--- config.mk ---
export PLATFORM = sky130hd
export DESIGN_NAME = hcg_top
export DESIGN_NICKNAME = d
export VERILOG_FILES = /design/src/hcg_pkg.sv /design/src/hcg_top.sv
export VERILOG_INCLUDE_DIRS = /design/src
export SDC_FILE = /design/constraint.sdc
export NUM_CORES = 1
export LEC_CHECK = 0
export ABC_AREA = 1
export BUFFER_PORTS_ARGS = -buffer_cell sky130_fd_sc_hd__buf_2
export CAP_MARGIN = 5
export CORE_MARGIN = 2
export CORE_UTILIZATION = 42
export DETAILED_ROUTE_END_ITERATION = 6
export SYNTH_ARGS = -nofsm -noshare
export SYNTH_HDL_FRONTEND = slang
export SYNTH_SLANG_ARGS = --single-unit
--- constraint.sdc ---
create_clock -name sys_clk -period 9.3 [get_ports sys_clk]
set_input_delay 0.93 -clock sys_clk [delete_from_list [all_inputs] [get_ports sys_clk]]
set_output_delay 0.93 -clock sys_clk [all_outputs]
set_load 0.005 [all_outputs]
--- src/hcg_regs.svh ---
// Constants of the hop channel generator: sequence lengths, wrap thresholds, ranges and reset values.
`ifndef HCG_REGS_SVH
`define HCG_REGS_SVH

// Australia: 60 channels, wrap above 61, sequence selector 1 to 20.
`define HCG_AU_LEN      7'h3C
`define HCG_AU_THR      8'h3D
`define HCG_AU_SEQ_MAX  5'h14

// Canada and Mexico: 30 channels, wrap above 81, sequence selector 1 to 10.
`define HCG_CM_LEN      7'h1E
`define HCG_CM_THR      8'h51
`define HCG_CM_SEQ_MAX  5'h0A
`define HCG_CM_CH1      7'h34
`define HCG_CM_CH2      7'h3A
`define HCG_CM_FILL     7'h34

// Europe, US and International: 79 channels, wrap above 80, sequence selector 1 to 26.
`define HCG_EU_LEN      7'h4F
`define HCG_EU_THR      8'h50
`define HCG_EU_SEQ_MAX  5'h1A

// France: 35 channels, wrap above 82, sequence selector 1 to 11.
`define HCG_FR_LEN      7'h23
`define HCG_FR_THR      8'h52
`define HCG_FR_SEQ_MAX  5'h0B

// Shared figures: set step, set range, first index and frequency base in MHz.
`define HCG_SET_STEP    8'h03
`define HCG_SET_MIN     2'h1
`define HCG_SET_MAX     2'h3
`define HCG_IDX_FIRST   7'h01
`define HCG_FREQ_BASE   12'h960

`endif

--- src/hcg_pkg.sv ---
// Types shared by the hop channel generator.
package hcg_pkg;

    // Regional hopping standard selected on the region input.
    typedef enum logic [1:0] {
        HCG_AU = 2'h0,
        HCG_CM = 2'h1,
        HCG_EU = 2'h2,
        HCG_FR = 2'h3
    } hcg_region_e;

endpackage : hcg_pkg

--- src/hcg_top.sv ---
// Hop channel generator: basic tables, set and sequence offset, regional wrap and frequency.
`timescale 1ns/1ps
`include "hcg_regs.svh"

// Behaviour
// - Channel is basic entry plus set/sequence offset.
// - Hopping set accepted only from 1 to 3.
// - Australia wraps sums above 61 down 60.
// - Australia: sequence 1-20, index 1-60.
// - Australia basic table, 60 entries from index 1.
// - Canada/Mexico wraps sums above 81 down 30.
// - Canada/Mexico: index 1-30, sequence 1-10, starts 52,58.
// - Europe/US wraps sums above 80 down 79.
// - Europe/US: sequence 1-26, index 1-79.
// - Europe/US basic table, 79 entries from index 1.
// - France wraps sums above 82 down 35.
// - France: sequence 1-11, index 1-35.
// - France basic table, 35 entries from index 1.
// - Frequency in MHz is 2400 plus channel.
module hcg_top (
    input  wire logic       sys_clk,
    input  wire logic       rst,
    input  wire logic       clk_en,
    input  wire logic [1:0] region,
    input  wire logic [1:0] hop_set,
    input  wire logic [4:0] hop_seq,
    input  wire logic       hop_req,
    input  wire logic       cm_wr_en,
    input  wire logic [4:0] cm_wr_idx,
    input  wire logic [6:0] cm_wr_chan,
    output logic      [6:0] hop_index,
    output logic      [6:0] chan_num,
    output logic     [11:0] freq_mhz,
    output logic            cfg_ok
);

    // Basic tables, index 1 in the top byte; each entry is one byte holding a 7-bit channel.
    localparam logic [8*60-1:0] AU_TBL = {
        8'h02, 8'h35, 8'h13, 8'h3A, 8'h10, 8'h32, 8'h0D, 8'h22, 8'h17, 8'h0F, 8'h2E, 8'h25, 8'h30, 8'h37, 8'h14,
        8'h3C, 8'h34, 8'h09, 8'h31, 8'h3B, 8'h1D, 8'h05, 8'h1F, 8'h11, 8'h1E, 8'h16, 8'h08, 8'h2B, 8'h3D, 8'h29,
        8'h18, 8'h0E, 8'h2A, 8'h23, 8'h06, 8'h12, 8'h1C, 8'h33, 8'h39, 8'h03, 8'h27, 8'h2F, 8'h38, 8'h0C, 8'h20,
        8'h26, 8'h1B, 8'h0B, 8'h1A, 8'h28, 8'h21, 8'h19, 8'h36, 8'h24, 8'h15, 8'h0A, 8'h04, 8'h2C, 8'h07, 8'h2D
    };
    localparam logic [8*79-1:0] EU_TBL = {
        8'h02, 8'h19, 8'h40, 8'h0A, 8'h2D, 8'h12, 8'h49, 8'h31, 8'h15, 8'h3F, 8'h4E, 8'h1F, 8'h3D, 8'h18, 8'h36,
        8'h41, 8'h1C, 8'h4F, 8'h21, 8'h04, 8'h14, 8'h0D, 8'h26, 8'h4A, 8'h38, 8'h47, 8'h17, 8'h05, 8'h27, 8'h0C,
        8'h24, 8'h44, 8'h09, 8'h46, 8'h4D, 8'h06, 8'h3E, 8'h1D, 8'h0E, 8'h1B, 8'h10, 8'h3B, 8'h2B, 8'h4C, 8'h22,
        8'h48, 8'h0B, 8'h3C, 8'h50, 8'h2F, 8'h16, 8'h4B, 8'h42, 8'h29, 8'h0F, 8'h23, 8'h43, 8'h34, 8'h3A, 8'h04,
        8'h32, 8'h11, 8'h07, 8'h13, 8'h08, 8'h45, 8'h33, 8'h2A, 8'h03, 8'h1E, 8'h39, 8'h25, 8'h37, 8'h1A, 8'h2E,
        8'h35, 8'h28, 8'h20, 8'h30
    };
    localparam logic [8*35-1:0] FR_TBL = {
        8'h41, 8'h35, 8'h42, 8'h50, 8'h47, 8'h37, 8'h40, 8'h34, 8'h3D, 8'h51, 8'h4A, 8'h3A, 8'h4F, 8'h44, 8'h4D,
        8'h46, 8'h3C, 8'h36, 8'h4C, 8'h3E, 8'h49, 8'h30, 8'h38, 8'h31, 8'h3F, 8'h33, 8'h3B, 8'h4E, 8'h48, 8'h39,
        8'h4B, 8'h43, 8'h32, 8'h45, 8'h52
    };

    logic [6:0]  idx_reg;
    logic [6:0]  idx_next;
    logic [6:0]  chan_reg;
    logic [6:0]  chan_next;
    logic [11:0] freq_reg;
    logic [11:0] freq_next;
    logic        ok_reg;
    logic        ok_next;
    logic [6:0]  cm_reg  [0:29];
    logic [6:0]  cm_next [0:29];
    logic [6:0]  basic;
    logic [6:0]  len;
    logic [7:0]  thr;
    logic [4:0]  seq_max;
    logic [7:0]  set_off;
    logic [7:0]  seq_off;
    logic [7:0]  sum;

    // The Canada/Mexico table is only partly known, so it is a writable store; the first
    // two entries reset to 52 and 58, the rest reset to the fill value 52 until loaded.
    generate
        for (genvar k = 0; k < 30; k++) begin : g_cm
            always_comb begin
                cm_next[k] = cm_reg[k];
                if (cm_wr_en && cm_wr_idx == 5'(k + 1)) begin
                    cm_next[k] = cm_wr_chan;
                end
            end

            always_ff @(posedge sys_clk or posedge rst) begin
                if (rst) begin
                    cm_reg[k] <= (k == 0) ? `HCG_CM_CH1 : (k == 1) ? `HCG_CM_CH2 : `HCG_CM_FILL;
                end else if (clk_en) begin
                    cm_reg[k] <= cm_next[k];
                end
            end
        end
    endgenerate

    // Region lookup: sequence length, wrap threshold, selector range and basic entry at the index.
    // An index beyond the table, possible for one cycle after a region change, reads as zero.
    always_comb begin
        basic   = 7'h00;
        len     = `HCG_AU_LEN;
        thr     = `HCG_AU_THR;
        seq_max = `HCG_AU_SEQ_MAX;
        unique case (hcg_pkg::hcg_region_e'(region))
            hcg_pkg::HCG_AU: begin
                len     = `HCG_AU_LEN;
                thr     = `HCG_AU_THR;
                seq_max = `HCG_AU_SEQ_MAX;
                if (idx_reg >= `HCG_IDX_FIRST && idx_reg <= `HCG_AU_LEN) begin
                    basic = AU_TBL[8*(int'(`HCG_AU_LEN) - int'(idx_reg)) +: 7];
                end
            end
            hcg_pkg::HCG_CM: begin
                len     = `HCG_CM_LEN;
                thr     = `HCG_CM_THR;
                seq_max = `HCG_CM_SEQ_MAX;
                if (idx_reg >= `HCG_IDX_FIRST && idx_reg <= `HCG_CM_LEN) begin
                    basic = cm_reg[5'(idx_reg - `HCG_IDX_FIRST)];
                end
            end
            hcg_pkg::HCG_EU: begin
                len     = `HCG_EU_LEN;
                thr     = `HCG_EU_THR;
                seq_max = `HCG_EU_SEQ_MAX;
                if (idx_reg >= `HCG_IDX_FIRST && idx_reg <= `HCG_EU_LEN) begin
                    basic = EU_TBL[8*(int'(`HCG_EU_LEN) - int'(idx_reg)) +: 7];
                end
            end
            hcg_pkg::HCG_FR: begin
                len     = `HCG_FR_LEN;
                thr     = `HCG_FR_THR;
                seq_max = `HCG_FR_SEQ_MAX;
                if (idx_reg >= `HCG_IDX_FIRST && idx_reg <= `HCG_FR_LEN) begin
                    basic = FR_TBL[8*(int'(`HCG_FR_LEN) - int'(idx_reg)) +: 7];
                end
            end
        endcase
    end

    // Offset sum and regional wrap; the sum needs eight bits since it can reach 163 with sets 1 to 3.
    always_comb begin
        set_off   = ({6'h00, hop_set} - 8'h01) * `HCG_SET_STEP;
        seq_off   = {3'h0, hop_seq} - 8'h01;
        sum       = {1'b0, basic} + set_off + seq_off;
        chan_next = (sum > thr) ? 7'(sum - {1'b0, len}) : sum[6:0];
        freq_next = `HCG_FREQ_BASE + {5'h00, chan_next};
        ok_next   = (hop_set >= `HCG_SET_MIN) && (hop_set <= `HCG_SET_MAX)
                    && (hop_seq >= 5'h01) && (hop_seq <= seq_max);
    end

    // Index stepping; an index left beyond a shorter table by a region change falls back to 1.
    always_comb begin
        idx_next = idx_reg;
        if (hop_req) begin
            idx_next = (idx_reg >= len) ? `HCG_IDX_FIRST : idx_reg + 7'h01;
        end else if (idx_reg > len) begin
            idx_next = `HCG_IDX_FIRST;
        end
    end

    // Output registers; the channel follows the index one cycle later, so the freshly reset
    // index 1 is presented from the first enabled edge after release.
    always_ff @(posedge sys_clk or posedge rst) begin
        if (rst) begin
            idx_reg  <= `HCG_IDX_FIRST;
            chan_reg <= 7'h00;
            freq_reg <= `HCG_FREQ_BASE;
            ok_reg   <= 1'b0;
        end else if (clk_en) begin
            idx_reg  <= idx_next;
            chan_reg <= chan_next;
            freq_reg <= freq_next;
            ok_reg   <= ok_next;
        end
    end

    assign hop_index = idx_reg;
    assign chan_num  = chan_reg;
    assign freq_mhz  = freq_reg;
    assign cfg_ok    = ok_reg;
endmodule : hcg_top

# --- Word level (Yosys, flattened, before mapping) ---
# Cells that the tools add are included.
word_totals:
  reg_bits: 237
  inputBits: 26
  out_inout_bits: 27
  elab_cells: 181
op_classes:
  add_sub_neg: 11
  mul: 1
  order_cmp: 13
  eq_ne: 33
  shift: 3
  muxes: 15
  bitwise_logic: 1
  reduce_logical: 70
ops:
  columns: ["op", "n"]
  rows:
  - ["$shiftx 632x11->7 const A", 1]
  - ["$shiftx 480x11->7 const A", 1]
  - ["$shiftx 280x11->7 const A", 1]
  - ["$eq 5x5->1 const B", 15]
  - ["$mux 7", 10]
  - ["$reduce_and 2->1", 31]
  - ["$pmux 7 s4", 2]
  - ["$eq 5x4->1 const B", 8]
  - ["$logic_and 1x1->1", 37]
  - ["$bmux 7 s5", 1]
  - ["$pmux 8 s4", 1]
  - ["$eq 5x3->1 const B", 4]
  - ["$pmux 5 s4", 1]
  - ["$sub 6x7->8 const A", 2]
  - ["$le 7x6->1 const B", 2]
  - ["$add 12x7->12 const A", 1]
  - ["$eq 5x2->1 const B", 2]
  - ["$add 7x8->8", 1]
  - ["$add 8x8->8", 1]
  - ["$gt 8x8->1", 1]
  - ["$sub 7x7->8 const A", 1]
  - ["$add 7x1->7 const B", 1]
  - ["$ge 7x1->1 const B", 1]
  - ["$ge 7x7->1", 1]
  - ["19 further kinds", 20]

# --- Longest topological paths before layout ---
depth:
  word_depth: 12
  ltp_mapped: 41
  mapped_depth_nobuf: 36

# --- Worst setup path after synthesis ---
# OpenSTA, ideal clock, no wires.
synth_timing:
  path_kind: "flip-flop to flip-flop"
  from: "register idx_reg[0] (netlist: hop_index[0])"
  to: "register freq_reg[6] (netlist: freq_mhz[6])"
  setup_time_ns: 0.061
  arrival_time_ns: 5.438
  required_ns: 9.239
  slack_ns: 3.801
  stages_incl_launch_ff: 36
  n_path_buf: 5
  synth_period_minus_slack_ns: 5.499
  path_cell_list: "dfstp_2 > buf_2 > inv_4 > buf_2 > buf_1 > ha_1 > inv_1 > buf_2 > buf_1 > nand2_1 > a21oi_1 > a211oi_1 > o21ai_0 > nand2_1 > nand3_1 > nand3_1 > nand2_1 > nand2_1 > fa_1 > ha_1 > fa_1 > a31o_2 > xor2_1 > ha_1 > nand2_1 > nor2_1 > nand3_1 > nand2_1 > nand2_1 > inv_2 > nand2_1 > nand2_1 > nand2_1 > nand2_1 > nand2_1 > nand2_1"
synth_between:
  elab_chain_cells: 12
  elab_cells_between_ends: 31
  cone_classes: "add/sub: 8; order compare: 6; shift: 3; mux: 9; bitwise: 1; reduce/logical: 4"
synth_lines:
  columns: ["item", "line_no", "rtl"]
  rows:
  - ["from (decl)", "hcg_top.sv:58", "logic [6:0] idx_reg;"]
  - ["from (signal assigned)", "hcg_top.sv:165", "idx_reg <= `HCG_IDX_FIRST;"]
  - ["from (signal assigned)", "hcg_top.sv:170", "idx_reg <= idx_next;"]
  - ["parallel branches: the longest is 6 deep, another holds $sub 7x7->8", null, null]
  - ["$pmux 7 s4 *", "hcg_top.sv:104", "unique case (hcg_pkg::hcg_region_e'(region))"]
  - ["$add 7x8->8 *", "hcg_top.sv:144", "sum = {1'b0, basic} + set_off + seq_off;"]
  - ["$add 8x8->8 *", "hcg_top.sv:144", null]
  - ["$sub 7x7->7 or $gt 8x8->1 (tied branches)", "hcg_top.sv:145", "chan_next = (sum > thr) ? 7'(sum - {1'b0, len}) : sum[6:0];"]
  - ["$mux 7 *", "hcg_top.sv:145", null]
  - ["$add 12x7->12 (no source line) *", null, null]
  - ["to (signal assigned)", "hcg_top.sv:167", "freq_reg <= `HCG_FREQ_BASE;"]
  - ["to (signal assigned)", "hcg_top.sv:172", "freq_reg <= freq_next;"]
  - ["to (decl)", "hcg_top.sv:62", "logic [11:0] freq_reg;"]
# Every way passes the cells marked *. The select of a mux whose other input is x is not followed.
# A chain may end at the register's enable or synchronous reset.

# --- Worst setup path in the final report ---
layout_timing:
  from: "register idx_reg[0] (netlist: hop_index[0])"
  to: "register freq_reg[7] (netlist: freq_mhz[7])"
# Same word-level chain as after synthesis.

==> summary.txt <==
Status
  – Status: completed

Power
  – Sw Ratio: 49.6%
  – Combinational power share: 59.3%
  – Internal power: 2970 uW
  – P_leak: 0.00741 uW
  – Peak VDD IR: 0.277 mV
  – Clock share of power: 18.5%
  – Psw: between 2000 and 3000 uW
  – PwrDens: 368 nW/um2
  – Seq pwr share: 22.3%

GRT
  – GRT Total Usage: 25.3%
  – Largest net degree at the start of global routing: a little under 80
  – Grt ovf: 0
  – Initial antenna violation count: 0
  – Global-route wire length before repair: 74,100 um
  – Vias in the first global route: 13,433

Placed design
  – Placer Congestion: roughly 0.86
  – DP HPWL: ~30,000 um
  – Placement Cell Area: 15,100 um2
  – Port bufs: 48

Clock network
  – Post-CTS Hold Buffers: 0
  – Post-CTS setup buffer count: 0
  – Skew-Pair Late Insertion Delay: between 0.5 and 0.6 ns
  – Post-CTS resize count: 0
  – TritonCTS buffer count: 27
  – Bufs on Longest Clock Path: 3
  – Reg clk slew, reported paths: 0.06 ns
  – Clk sink count: 228
  – Root Buffer: clkbuf_16
  – H-tree Lvls: 1
  – CTS tree: built

STA
  – Worst hold margin: 0.448 ns
  – Tmin final: just over 7 ns
  – Final period util: between 70% and 80%
  – Max-slew headroom: roughly 28%
  – Final setup vio count: 0
  – RSZ-0062 raised after global routing: no
  – Setup TNS Final: 0 ns
  – Max Slew Vio Count: 0
  – Final-report hold violation count: 0
  – Worst slew pin tran: around 1.1 ns
  – Fmax: 141 MHz
  – Clock skew: between 0.009 and 0.01 ns

Worst setup path
  – Crit path launch: hop_index[0]
  – Setup crit start kind: flop
  – Max FO, Critical Path: 60
  – RR Startpoint: hop_index[0]
  – CP most frequent cell: nand2_1
  – Max incr delay on CP: 1.06 ns
  – CP arrival: roughly 7.5 ns
  – Slowest CP cell: dfstp_4
  – CP endpoint kind: flop
  – Worst Path Class, Setup: reg -> reg
  – Worst EP required: around 9.7 ns

Logic synthesis
  – Ys async rst share: 100%
  – Mean Syn Cell Area: 7.01 um2
  – Flops & latches, synth: 228
  – Seq/Total Area, Yosys: roughly 39%
  – Yosys warnings: 0
  – Post-Syn Area: approximately 15,000 um2
  – Post-Synthesis Cells: ~2,100
  – Synth unique cells: 48
  – Post-synth EDFFs: 0
  – Top_reg_cell synth: dfrtp_1

Die
  – Num rows: 68
  – Die Wd: 192 um
  – I/O Pins: 53
  – Core ar.: 34,600 um2
  – Die Y: 192 um
  – Starting density of the core: a little over two fifths
  – Die area: roughly 37,000 um2

Final layout
  – Max reg flops: 210
  – Final Util: 46.3%
  – # diodes: 0
  – Share of cells above drive strength 1: 11.6%
  – Final Cell Area: 16,000 um2
  – Synth-to-Final Area Change: 8.40%
  – Nets: between 2,000 and 2,500
  – Fillers: 3,557

Route
  – Wirelength per Cell: approximately 18 um
  – Total routed wirelength: 46,200 um
  – Via count: 14,170
  – Drt drc: 0
  – Vias/cell: about 5.6
  – Detail Route Antenna Nets: 0
  – Drt initial violations: 1,130
  – Pre-antenna DRT Iters: 6

Worst hold path
  – Hold crit path type: in -> async

Job
  – Max Cap Viol: 0
[worst max-delay path, delay by kind of cell, from the launching register on]
| family | cells | cell delay [ns] |
|---|---|---|
| flip-flops | 1 | 1.06 |
| AO/OA/AOI/OAI | 5 | 1.04 |
| AND/OR/NAND/NOR | 16 | 1.62 |
| buffers and inverters | 4 | 1.53 |
| XOR/XNOR | 1 | 0.12 |
| adder cells (fa/ha/maj) | 4 | 1.52 |
[metrics by stage]
stage                     power, uW  instances  setup slack (ns)
after global routing           6440       2539              1.57
after floorplan                3860       2113              2.28
after CTS                      5890       2539              2.26
after detailed placement       4780       2490              2.29
after global placement         4780       2490              2.35
final                          5900       2539              2.20
[metal layers]
layer | vias up | routed length (um) | global-route usage, % | share of wire [%]
met5 | - | 0 | 0 | 0
met4 | 0 | 1130 | 7.16 | 2.5
met3 | 86 | 2590 | 2.56 | 5.6
met2 | 482 | 21300 | 41.3 | 46
met1 | 6734 | 21200 | 35.6 | 46
li1 | 6868 | - | - | -
[cell usage after synthesis, types with 20 or more instances]
| master | n | area share, % |
|---|---|---|
| clkbuf_1 | 87 | 2.2 |
| a21oi_1 | 75 | 2.5 |
| inv_1 | 91 | 2.3 |
| nor2_1 | 82 | 2.1 |
| nand2_1 | 767 | 19 |
| ha_1 | 48 | 4.1 |
| nand4_1 | 20 | 0.85 |
| o21ai_0 | 253 | 8.6 |
| buf_2 | 29 | 0.98 |
| dfrtp_1 | 134 | 23 |
| nand3_1 | 275 | 9.3 |
| dfstp_2 | 94 | 17 |
[layout by cell type (no fill, tap or decap), types with 20 or more instances in the layout]
cell | netlist | final
a21oi_1 | 75 | 75
buf_2 | 29 | 48
clkbuf_16 | 0 | 27
dfrtp_1 | 134 | 134
dfstp_2 | 94 | 93
ha_1 | 48 | 47
inv_1 | 91 | 89
nand2_1 | 767 | 767
nand3_1 | 275 | 275
nand4_1 | 20 | 20
nor2_1 | 82 | 82
o21ai_0 | 253 | 253
[path summary, 6_finish.rpt]
path                                to  slack (ns)  cells after the start
max                        freq_mhz[7]        2.20                     30
min                        cm_reg[202]        0.45                      2
max reg2reg                freq_mhz[7]        2.20                     30
min reg2reg                freq_mhz[6]        0.47                      2
max in group asynchronous  chan_num[4]        7.33                      3
min in group sys_clk       freq_mhz[6]        0.47                      2
[cells by family after synthesis]
kind of cell             count (synthesis)  share of synthesized area [%]
AO/OA/AOI/OAI                          387                           14.0
XOR/XNOR                                18                           1.47
adder cells (fa/ha/maj)                 58                           5.41
buffers and inverters                  250                           6.91
flip-flops                             228                           39.4
other                                    2                         0.0508
AND/OR/NAND/NOR                       1168                           32.8
[power by group through the flow]
stage,combinational [uW],clock (uW),sequential [uW]
2_1_floorplan,2580,0,1280
3_3_place_gp,3460,0,1320
3_5_place_dp,3450,0,1330
4_1_cts,3470,1110,1310
5_1_grt,3960,1140,1340
6_report,3500,1090,1320
[cell type report]
type	instances	area, um2	share of cell area, %
clock inverters	9	134	0.835
flip-flops and latches	228	5830	36.3
clock buffers	40	764	4.77
repair buffers	63	353	2.20
multi-input cells	1635	7970	49.7
well taps	455	569	3.55
inverters	109	419	2.61
Note: power is estimated with default switching activity, not from simulation.
